$ cat src/rtl/poc_cfg.svh
`ifndef POC_CFG_SVH
`define POC_CFG_SVH

// ==========================================
// Register offsets
`define POC_DEP_BASE   8'h0E
`define POC_DEP_BYTES  3
`define POC_TMO_BASE   8'h26
`define POC_OPOL       8'h3A
`define POC_GPOL       8'h3B
`define POC_MRDEP      8'h40
`define POC_MSEL       8'h41
`define POC_MLVL       8'h42
`define POC_STAT       8'h43

// ==========================================
// Dependency mask layout
`define POC_DEP_W      24
`define POC_DEP_GPI    6
`define POC_DEP_OUT    10

// ==========================================
// Per-output register bit of output 1 in the five-output variant
`define POC_BIT_BASE_SMALL 2

// ==========================================
// Timing
`define POC_CLK_NS     8
`define POC_TMO_MIN_NS 25000
`define POC_TMO_MAX_SH 5'd16
`define POC_CNT_W      28

`endif

$ cat src/rtl/poc_pkg.sv
package poc_pkg;

  // Register write request
  typedef struct packed {
    logic       we;
    logic [7:0] addr;
    logic [7:0] data;
  } poc_reg_wr_type;

  // Per-output sequencing state
  typedef enum logic [1:0] {
    POC_ASSERTED,
    POC_TIMING,
    POC_RELEASED
  } poc_state_type;

endpackage

$ cat src/rtl/poc_top.sv
// How it works
// - Eight outputs, or five in the small variant, each configured on its own.
// - An output stays active until its timeout expires and all conditions hold.
// - An output with no dependency at all stays active forever.
// - Active-high outputs drive high when asserted; active-low outputs drive low.
// - Manual reset alone never counts as a dependency of an output.
// - Positive monitors give fault 0 when under undervoltage or over overvoltage.
// - Bipolar monitor faults when less negative than UV or more negative than OV.
// - Registers 0Eh to 3Ah and 40h hold the output configuration.
// - Each output has its own timer, 25 us up to about 1600 ms.
// - Bits 0 to 3 of the polarity register set logic input levels, 1 = high.
// - A manual-reset dependency bit of 1 asserts the output while reset is low.
// - Output bits run 0 to 7; the five-output variant uses bits 2 to 6.
// - In margin mode, select 0 freezes an output, select 1 forces its level.
// - Margin level bit 0 drives low, 1 drives high, when select is 1.
// - Margin takes precedence over manual reset.
// - Outputs held by manual reset keep their timeout after it releases.

`include "poc_cfg.svh"

module poc_top #(
  parameter int NUM_OUT  = 8,
  parameter int NUM_MON  = 6,
  parameter int TMO_BASE = (`POC_TMO_MIN_NS + `POC_CLK_NS - 1) / `POC_CLK_NS
) (
  input  wire logic                   core_clk,
  input  wire logic                   rst_n,
  input  wire poc_pkg::poc_reg_wr_type reg_wr,
  input  wire logic [7:0]             reg_rd_addr,
  output      logic [7:0]             reg_rd_data,
  input  wire logic [NUM_MON-2:0]     pos_below_uv,
  input  wire logic [NUM_MON-2:0]     pos_above_ov,
  input  wire logic                   bip_less_neg_uv,
  input  wire logic                   bip_more_neg_ov,
  input  wire logic [3:0]             general_logic_inputs,
  input  wire logic                   manual_reset_in_n,
  input  wire logic                   margin_in_n,
  output      logic [NUM_OUT-1:0]     sequenced_output
);

  // ==========================================
  // Elaboration checks
  localparam int BIT_BASE = (NUM_OUT == 8) ? 0 : `POC_BIT_BASE_SMALL;

  generate
    if (!((NUM_OUT == 8 && NUM_MON == 6) || (NUM_OUT == 5 && NUM_MON == 4))) begin : g_chk
      $error("poc_top: NUM_OUT/NUM_MON must be 8/6 or 5/4");
    end
    if (TMO_BASE < 1 || TMO_BASE > 4095) begin : g_chk_t
      $error("poc_top: TMO_BASE out of range");
    end
  endgenerate

  // ==========================================
  // Helpers

  // Register bit used by output i in per-output bytes
  function automatic int obit(input int i);
    obit = i + BIT_BASE;
  endfunction

  // Timeout length in cycles for a code
  function automatic logic [`POC_CNT_W-1:0] tmo_cycles(input logic [7:0] code);
    logic [4:0]            sh;
    logic [`POC_CNT_W-1:0] base;
    sh   = (code > 8'(`POC_TMO_MAX_SH)) ? `POC_TMO_MAX_SH : code[4:0];
    base = `POC_CNT_W'(TMO_BASE);
    tmo_cycles = base << sh;
  endfunction

  // ==========================================
  // Configuration registers
  logic [`POC_DEP_W-1:0] dep_q [NUM_OUT];
  logic [7:0]            tmo_q [NUM_OUT];
  logic [7:0]            opol_q;
  logic [7:0]            gpol_q;
  logic [7:0]            mrdep_q;
  logic [7:0]            msel_q;
  logic [7:0]            mlvl_q;

  // Register writes
  always_ff @(posedge core_clk or negedge rst_n) begin
    if (!rst_n) begin
      for (int i = 0; i < NUM_OUT; i++) begin
        dep_q[i] <= '0;
        tmo_q[i] <= '0;
      end
      opol_q  <= 8'h00;
      gpol_q  <= 8'h00;
      mrdep_q <= 8'h00;
      msel_q  <= 8'h00;
      mlvl_q  <= 8'h00;
    end else if (reg_wr.we) begin
      for (int i = 0; i < NUM_OUT; i++) begin
        for (int b = 0; b < `POC_DEP_BYTES; b++) begin
          if (reg_wr.addr == 8'(`POC_DEP_BASE + `POC_DEP_BYTES * i + b)) begin
            dep_q[i][8*b +: 8] <= reg_wr.data;
          end
        end
        if (reg_wr.addr == 8'(`POC_TMO_BASE + i)) begin
          tmo_q[i] <= reg_wr.data;
        end
      end
      case (reg_wr.addr)
        `POC_OPOL:  opol_q  <= reg_wr.data;
        `POC_GPOL:  gpol_q  <= {4'h0, reg_wr.data[3:0]};
        `POC_MRDEP: mrdep_q <= reg_wr.data;
        `POC_MSEL:  msel_q  <= reg_wr.data;
        `POC_MLVL:  mlvl_q  <= reg_wr.data;
        default:    ;
      endcase
    end
  end

  // ==========================================
  // Condition vector (1 = condition met)
  logic [NUM_MON-1:0] mon_ok;
  logic [3:0]         gpi_ok;
  logic [NUM_OUT-1:0] asserted;
  logic [`POC_DEP_W-1:0] cond;

  // Monitor status, fault shows as 0
  always_comb begin
    mon_ok[0] = ~(pos_below_uv[0] | pos_above_ov[0]);
    mon_ok[1] = ~(bip_less_neg_uv | bip_more_neg_ov);
    for (int m = 2; m < NUM_MON; m++) begin
      mon_ok[m] = ~(pos_below_uv[m-1] | pos_above_ov[m-1]);
    end
  end

  // Logic input is met while at its inactive level
  always_comb begin
    for (int g = 0; g < 4; g++) begin
      gpi_ok[g] = general_logic_inputs[g] ^ gpol_q[g];
    end
  end

  // Assemble the condition vector; other outputs count when deasserted
  always_comb begin
    cond = '0;
    cond[NUM_MON-1:0] = mon_ok;
    cond[`POC_DEP_GPI +: 4] = gpi_ok;
    cond[`POC_DEP_OUT +: NUM_OUT] = ~asserted;
  end

  // ==========================================
  // Per-output fault evaluation
  logic [NUM_OUT-1:0] has_dep;
  logic [NUM_OUT-1:0] fault;
  logic               margin_on;

  assign margin_on = ~margin_in_n;

  // Fault when a dependency fails or manual reset holds it
  always_comb begin
    for (int i = 0; i < NUM_OUT; i++) begin
      has_dep[i] = |dep_q[i];
      fault[i]   = ~has_dep[i]
                 | (|(dep_q[i] & ~cond))
                 | (mrdep_q[obit(i)] & ~manual_reset_in_n);
    end
  end

  // ==========================================
  // Sequencing state and timers
  poc_pkg::poc_state_type st_q [NUM_OUT];
  logic [`POC_CNT_W-1:0]  cnt_q [NUM_OUT];

  // State advances only outside margin mode
  always_ff @(posedge core_clk or negedge rst_n) begin
    if (!rst_n) begin
      for (int i = 0; i < NUM_OUT; i++) begin
        st_q[i] <= poc_pkg::POC_ASSERTED;
      end
    end else begin
      for (int i = 0; i < NUM_OUT; i++) begin
        if (!margin_on) begin
          case (st_q[i])
            poc_pkg::POC_ASSERTED: begin
              if (!fault[i]) begin
                st_q[i] <= poc_pkg::POC_TIMING;
              end
            end
            poc_pkg::POC_TIMING: begin
              if (fault[i]) begin
                st_q[i] <= poc_pkg::POC_ASSERTED;
              end else if (cnt_q[i] >= tmo_cycles(tmo_q[i]) - 1'b1) begin
                st_q[i] <= poc_pkg::POC_RELEASED;
              end
            end
            poc_pkg::POC_RELEASED: begin
              if (fault[i]) begin
                st_q[i] <= poc_pkg::POC_ASSERTED;
              end
            end
            default: st_q[i] <= poc_pkg::POC_ASSERTED;
          endcase
        end
      end
    end
  end

  // Timeout counters hold in margin mode, otherwise restart on any fault
  always_ff @(posedge core_clk or negedge rst_n) begin
    if (!rst_n) begin
      for (int i = 0; i < NUM_OUT; i++) begin
        cnt_q[i] <= '0;
      end
    end else begin
      for (int i = 0; i < NUM_OUT; i++) begin
        if (margin_on) begin
          cnt_q[i] <= cnt_q[i];
        end else if (st_q[i] == poc_pkg::POC_TIMING && !fault[i]) begin
          cnt_q[i] <= cnt_q[i] + 1'b1;
        end else begin
          cnt_q[i] <= '0;
        end
      end
    end
  end

  // Asserted flags seen by other outputs and status
  always_comb begin
    for (int i = 0; i < NUM_OUT; i++) begin
      asserted[i] = (st_q[i] != poc_pkg::POC_RELEASED);
    end
  end

  // ==========================================
  // Output pins
  always_ff @(posedge core_clk or negedge rst_n) begin
    if (!rst_n) begin
      sequenced_output <= '0;
    end else begin
      for (int i = 0; i < NUM_OUT; i++) begin
        if (margin_on && msel_q[obit(i)]) begin
          sequenced_output[i] <= mlvl_q[obit(i)];
        end else if (margin_on) begin
          sequenced_output[i] <= sequenced_output[i];
        end else begin
          sequenced_output[i] <= ~(asserted[i] ^ opol_q[obit(i)]);
        end
      end
    end
  end

  // ==========================================
  // Register read-back
  logic [7:0] stat;

  // Asserted state mapped to register bit positions
  always_comb begin
    stat = 8'h00;
    for (int i = 0; i < NUM_OUT; i++) begin
      stat[obit(i)] = asserted[i];
    end
  end

  // Registered read data
  always_ff @(posedge core_clk or negedge rst_n) begin
    if (!rst_n) begin
      reg_rd_data <= 8'h00;
    end else begin
      reg_rd_data <= 8'h00;
      for (int i = 0; i < NUM_OUT; i++) begin
        for (int b = 0; b < `POC_DEP_BYTES; b++) begin
          if (reg_rd_addr == 8'(`POC_DEP_BASE + `POC_DEP_BYTES * i + b)) begin
            reg_rd_data <= dep_q[i][8*b +: 8];
          end
        end
        if (reg_rd_addr == 8'(`POC_TMO_BASE + i)) begin
          reg_rd_data <= tmo_q[i];
        end
      end
      case (reg_rd_addr)
        `POC_OPOL:  reg_rd_data <= opol_q;
        `POC_GPOL:  reg_rd_data <= gpol_q;
        `POC_MRDEP: reg_rd_data <= mrdep_q;
        `POC_MSEL:  reg_rd_data <= msel_q;
        `POC_MLVL:  reg_rd_data <= mlvl_q;
        `POC_STAT:  reg_rd_data <= stat;
        default:    ;
      endcase
    end
  end

endmodule

$ cat config.mk
export PLATFORM = sky130hd
export DESIGN_NAME = poc_top
export DESIGN_NICKNAME = d
export VERILOG_FILES = /design/src/rtl/poc_pkg.sv /design/src/rtl/poc_top.sv
export VERILOG_INCLUDE_DIRS = /design/src /design/src/rtl
export SDC_FILE = /design/constraint.sdc
export NUM_CORES = 2
export LEC_CHECK = 0
export BUFFER_PORTS_ARGS = -buffer_cell sky130_fd_sc_hd__buf_2
export CAP_MARGIN = 10
export CORE_ASPECT_RATIO = 0.7
export CORE_MARGIN = 5
export CORE_UTILIZATION = 55
export CTS_CLUSTER_DIAMETER = 200
export DETAILED_ROUTE_END_ITERATION = 12
export PLACE_DENSITY = 0.71
export SKIP_LAST_GASP = 1
export SLEW_MARGIN = 20
export SYNTH_ARGS = -nofsm -noshare
export SYNTH_HDL_FRONTEND = slang
export SYNTH_SLANG_ARGS = --single-unit
export TNS_END_PERCENT = 50
$ cat constraint.sdc
create_clock -name core_clk -period 5.3 [get_ports core_clk]
set_input_delay 0.795 -clock core_clk [delete_from_list [all_inputs] [get_ports core_clk]]
set_output_delay 0.795 -clock core_clk [all_outputs]
set_load 0.005 [all_outputs]
Word-level counts from Yosys, hierarchy flattened
Cells that the tools add are included.
{ "totals": {"ff_bits": 548, "latch_bits": 0, "ram_bits": 0, "mem_bits_ro": 0, "input_bits": 45, "output_inout_bits": 16, "elab_cells": 507, "memories": 0} }
{ "classes": {"n_addsub": 16, "multipliers": 0, "div_mod_pow": 0, "order_cmp": 16, "n_eq_ne": 123, "shifts": 8, "mux": 105, "bitwise": 76, "n_reduce_logical": 101} }
{ "op_table": {"columns": ["cell", "count"], "rows": [
  ["OR reduction 24 bit", 16],
  ["equality test 8 x 5 -> 1 bit, second input constant", 32],
  ["equality test 8 x 6 -> 1 bit, second input constant", 32],
  ["2-to-1 mux 8 bit", 32],
  ["adder 28 x 1 -> 28 bit, second input constant", 8],
  [">= comparator 28 bit", 8],
  ["2-to-1 mux 28 bit", 8],
  ["<< shifter 12 x 5 -> 28 bit, first input constant", 8],
  ["subtractor 28 x 1 -> 28 bit, second input constant", 8],
  ["AND 24 bit", 8],
  ["AND reduction 2 bit", 37],
  ["> comparator 8 x 5 -> 1 bit, second input constant", 8],
  ["2-to-1 mux 2 bit", 32],
  ["equality test 8 x 7 -> 1 bit, second input constant", 7],
  ["inequality test 2 bit, second input constant", 24],
  ["case mux 2 bit (3 select lines)", 8],
  ["case mux 8 bit (6 select lines)", 1],
  ["2-to-1 mux 5 bit", 8],
  ["equality test 8 x 4 -> 1 bit, second input constant", 4],
  ["AND reduction 4 bit", 8],
  ["inequality test 3 bit, second input constant", 8],
  ["NOT 1 bit", 24],
  ["NOT 18 -> 24 bit", 1],
  ["bitwise OR 1 bit", 22],
  ["other kinds (10)", 93]
]} }

Logic depth before layout (Yosys ltp)
{ "logic_depth": {"word_depth": 34, "ltp_mapped": 24, "ltp_nobuf": 23} }

Worst setup path after synthesis
OpenSTA, ideal clock, no wires.
{ "synth_path": {"path_kind": "register -> register", "start": "register tmo_q[27] (netlist bit)", "end": "register st_q[6] (netlist bit)", "setup_ps": 80, "arrival_ps": 4714, "required_time_ps": 5220, "slack_ps": 506, "stages_incl_launch_ff": 22, "n_path_buf": 2, "synth_period_minus_slack_ps": 4794, "cell_sequence": "dfrtp_1 > clkbuf_1 > or4_1 > a2111oi_2 > nand2_1 > ha_1 > clkbuf_1 > and3b_1 > o21ai_0 > a21boi_0 > and2_1 > nand2_1 > xor2_1 > ha_1 > a21o_1 > a211oi_1 > o21bai_1 > a21oi_1 > nor2_1 > or4_4 > o31a_1 > o22ai_2"} }
{ "synth_between": {"elab_chain_len": 7} }
{ "synth_rtl": {"columns": ["element", "line", "source"], "rows": [
  ["from (decl)", "poc_top.sv:74", "logic [7:0] tmo_q [NUM_OUT];"],
  ["from (signal, indexed assignment)", "poc_top.sv:101", "tmo_q[i] <= reg_wr.data;"],
  ["> comparator 8 x 5 -> 1 bit", "poc_top.sv:66", "sh = (code > 8'(`POC_TMO_MAX_SH)) ? `POC_TMO_MAX_SH : code[4:0];"],
  ["2-to-1 mux 5 bit (*)", "poc_top.sv:66", null],
  ["<< shifter 12 x 5 -> 28 bit (*)", "poc_top.sv:68", "tmo_cycles = base << sh;"],
  ["subtractor 28 x 1 -> 28 bit (*)", "poc_top.sv:187", "end else if (cnt_q[i] >= tmo_cycles(tmo_q[i]) - 1'b1) begin"],
  [">= comparator 28 bit (*)", "poc_top.sv:187", null],
  ["inequality test 3 bit (no source line) (*)", null, null],
  ["AND reduction 4 bit (no source line) (*)", null, null],
  ["to (signal, indexed assignment)", "poc_top.sv:186", "st_q[i] <= poc_pkg::POC_ASSERTED;"],
  ["to (signal, indexed assignment)", "poc_top.sv:188", "st_q[i] <= poc_pkg::POC_RELEASED;"],
  ["to (signal, indexed assignment)", "poc_top.sv:193", "st_q[i] <= poc_pkg::POC_ASSERTED;"],
  ["to (decl)", "poc_top.sv:166", "poc_pkg::poc_state_type st_q [NUM_OUT];"]
]} }
Mark *: on every way between the ends. The rest lies on a longest branch, timed or not.
A chain may end at the register's enable or synchronous reset.

Worst setup path in the final report
{ "layout_path": {"start": "register tmo_q[25] (netlist bit)", "end": "register st_q[6] (netlist bit)"} }
The elaborated chain is that of the path after synthesis.

==> results.ini <==
[synth]
yosys.area.top_type_share_pct=34.84
synth_area_sq_um=39370
postSynth.asyncResetShare_pct=100.0
postSynthAreaPerCell_sq_um=8.945
yosys_warnings=0
synth_ff_type=dfrtp_1
synth_top_area_cell=dfrtp_1
seq_area_frac_synth_pct=34.84
synthDistinctLibCells=81
ys_seq_elements=548
synthCells=4401
synth_nets=4742
synth-edff-count=0
synth_area_leaders=dfrtp_1 35%, ha_1 9.4%, mux2_2 8.8%, nor2_1 4.6%, nand2_1 3.7%

[critical_path]
rr_worst_depth=20
crit_start=tmo_q[25]$_DFFE_PN0P_
r2r-start=tmo_q[25]$_DFFE_PN0P_
critPathCapture=st_q[6]$_DFFE_PN0P_
critPathMaxFanout=5
endpoint_kind=register
crit_required_ns=5.87
r2r_slack_ns=0.27
timing.rr.end=st_q[6]$_DFFE_PN0P_
worstPathArrival_ns=5.61
worstSetupStartpointType=register
worstSetupPathType=register to register

[global_route]
grt_pass1_wl_microns=197300
first_global_vias=32880
grt_max_degree=137
antenna_found_initial=4
overflow=0
grt_use_total_pct=32.38

[die]
start_util_pct=55.21
fp-row-count=82
num_io_pins=61
die_height_microns=233.8
core_sq_um=71310
chipWidth_microns=329.8
dieArea_sq_um=77110

[clock_tree]
clkSinkCount=548
cts_buffers=57
clkTransAtPathRegs_ns=0.07
cts_tree=built
clockRootBuffer=clkbuf_16
clock_path_buffers=3
hold_buffers=0
htree_levels=2
cts-resized-gates=0
clk_latency_ns=0.65
cts_setup_buffers=0

[route]
dr.pass1.iters=8
vias=35230
drc_errors=0
wire_per_inst_microns=23.57
wl_microns=126900
avgViaCountPerCell=6.543
drtIter0Drc=4071
ant_nets=0

[placed_design]
hpwl_microns=90930
place.gp.congestion=1.057
io_buffer_count=60

[power]
ir_drop_mv=0.2677
p_leak_nw=19.61
cellPowerDensity_nw_per_um2=268.3

[layout]
syn_to_final_growth_pct=8.874
post_route_cells_drive_above_1_share_pct=14.07
final_nets=4701
layout_commonest_cell=dfrtp_1
final_cell_mix=548 x dfrtp_1, 479 x nor2_1, 385 x nand2_1
postLayoutCoreUtil_pct=60.11

[timing]
tightest_slew_ns=1.285
rsz0062_at_grt=yes
fmax_mhz=198.6
fin_crit_sh_pct=94.98
setup_viol=0
tns_ns=0
finalHoldViolCount=0
clock-skew-final_ns=0.02095
slew_headroom_pct=14.32
slew_viol_final=0
period_minus_slack_ns=5.034

[flow_run]
cap_violations=0

[run_status]
status=completed

[worst_hold_path]
hp-class=input pin to asynchronous set/reset pin

## critical path: stages, from the launching register on
cell and delay (ns):
dfrtp_1 0.41, or4_1 0.59, a2111oi_4 0.46, nand2_1 0.19, inv_1 0.18, ha_1 0.27, nor3b_1 0.08, o21ai_0 0.28
a21boi_0 0.26, and2_1 0.23, nand2_1 0.08, xor2_1 0.16, ha_1 0.29, a21o_1 0.16, a211oi_1 0.24, o21bai_1 0.10
a21oi_1 0.14, nor2_1 0.05, or4_4 0.41, o31a_1 0.27, o22ai_2 0.11
## worst min path at each step
stage,from,endpoint,slack [ns],cells after the start
2_1_floorplan,st_q[9]$_DFFE_PN0P_,st_q[9]$_DFFE_PN0P_,0.48,2
3_3_place_gp,dep_q[187]$_DFFE_PN0P_,dep_q[187]$_DFFE_PN0P_,0.50,1
3_5_place_dp,st_q[9]$_DFFE_PN0P_,st_q[9]$_DFFE_PN0P_,0.51,2
4_1_cts,rst_n,cnt_q[216]$_DFFE_PN0P_,0.18,1
5_1_grt,rst_n,cnt_q[216]$_DFFE_PN0P_,0.20,1
6_report,rst_n,cnt_q[216]$_DFFE_PN0P_,0.14,1
## synthesized netlist by cell type (20+ instances only)
master,n
o211ai_1,43
a2111oi_0,21
nand2_1,385
mux2_2,309
xnor2_1,114
or4_1,30
nor3_1,73
nand4_1,89
a221oi_1,20
dfrtp_1,548
clkbuf_1,212
mux2i_1,48
nand2b_1,65
o21ai_0,217
o21a_1,31
buf_1,28
o22ai_1,31
inv_1,95
and3_1,75
nand3_1,178
xor2_1,136
and2_1,30
a21o_1,43
nor4_1,75
a211oi_1,55
a31oi_1,45
ha_1,296
nor2_1,479
a22oi_1,87
nor2b_1,44
a21oi_1,219
## sequential cells by signal (all words and copies together), names as in the netlist, 8 cells and up
register          flops
cnt_q               224
dep_q               192
tmo_q                64
st_q                 16
mlvl_q                8
mrdep_q               8
msel_q                8
opol_q                8
reg_rd_data           8
sequenced_output      8
## power by group
group / total, mW / leakage [nW] / switching, mW / internal (mW)
sequential: 4.55 / 7.59 / 0.216 / 4.33
clock: 4.40 / 1.01 / 1.86 / 2.54
combinational: 2.55 / 11.0 / 1.60 / 0.949
total: 11.5 / 19.6 / 3.68 / 7.82
## cell families (layout without fill, tap and decap cells)
kind of cell / count (synthesis) / count (layout) / synth area share [%]
buffers and inverters: 347 / 354 / 3.344
AND/OR/NAND/NOR: 1633 / 1633 / 20.25
XOR/XNOR: 250 / 250 / 5.562
AO/OA/AOI/OAI: 961 / 961 / 16.03
other: 0 / 10 / 0
flip-flops: 548 / 548 / 34.84
adder cells (fa/ha/maj): 296 / 296 / 9.408
multiplexers: 366 / 366 / 10.57
## layout make-up
class	count	area, sq um
well taps	966	1209
inverters	96	360.3
multi-input cells	3506	24440
repair buffers	151	1079
clock buffers	76	1649
clock inverters	31	385.4
diodes	10	25.02
fillers	6210	28450
flip-flops and latches	548	13710
## through the flow
step           total power [mW]  std cells  hold WS (ns)  instance area, sq um  worst slack, ns
3_5_place_dp              7.085       5266        0.5140                 40740           0.2367
6_report                  11.50       5384        0.1391                 42860           0.2659
3_3_place_gp              7.043       5266        0.5041                 40740           0.2904
4_1_cts                   11.50       5373        0.1776                 42770           0.2079
5_1_grt                   12.04       5375        0.2004                 42840         -0.08881
2_1_floorplan             6.268       4401        0.4759                 39370           0.5056
## per-layer routing
metal	track usage, %	wire (microns)
met1	49.24	58340
met2	42.92	48520
met3	11.95	16080
met4	8.212	3822
met5	1.304	153
No activity file was read; power rests on OpenSTA's default activity.
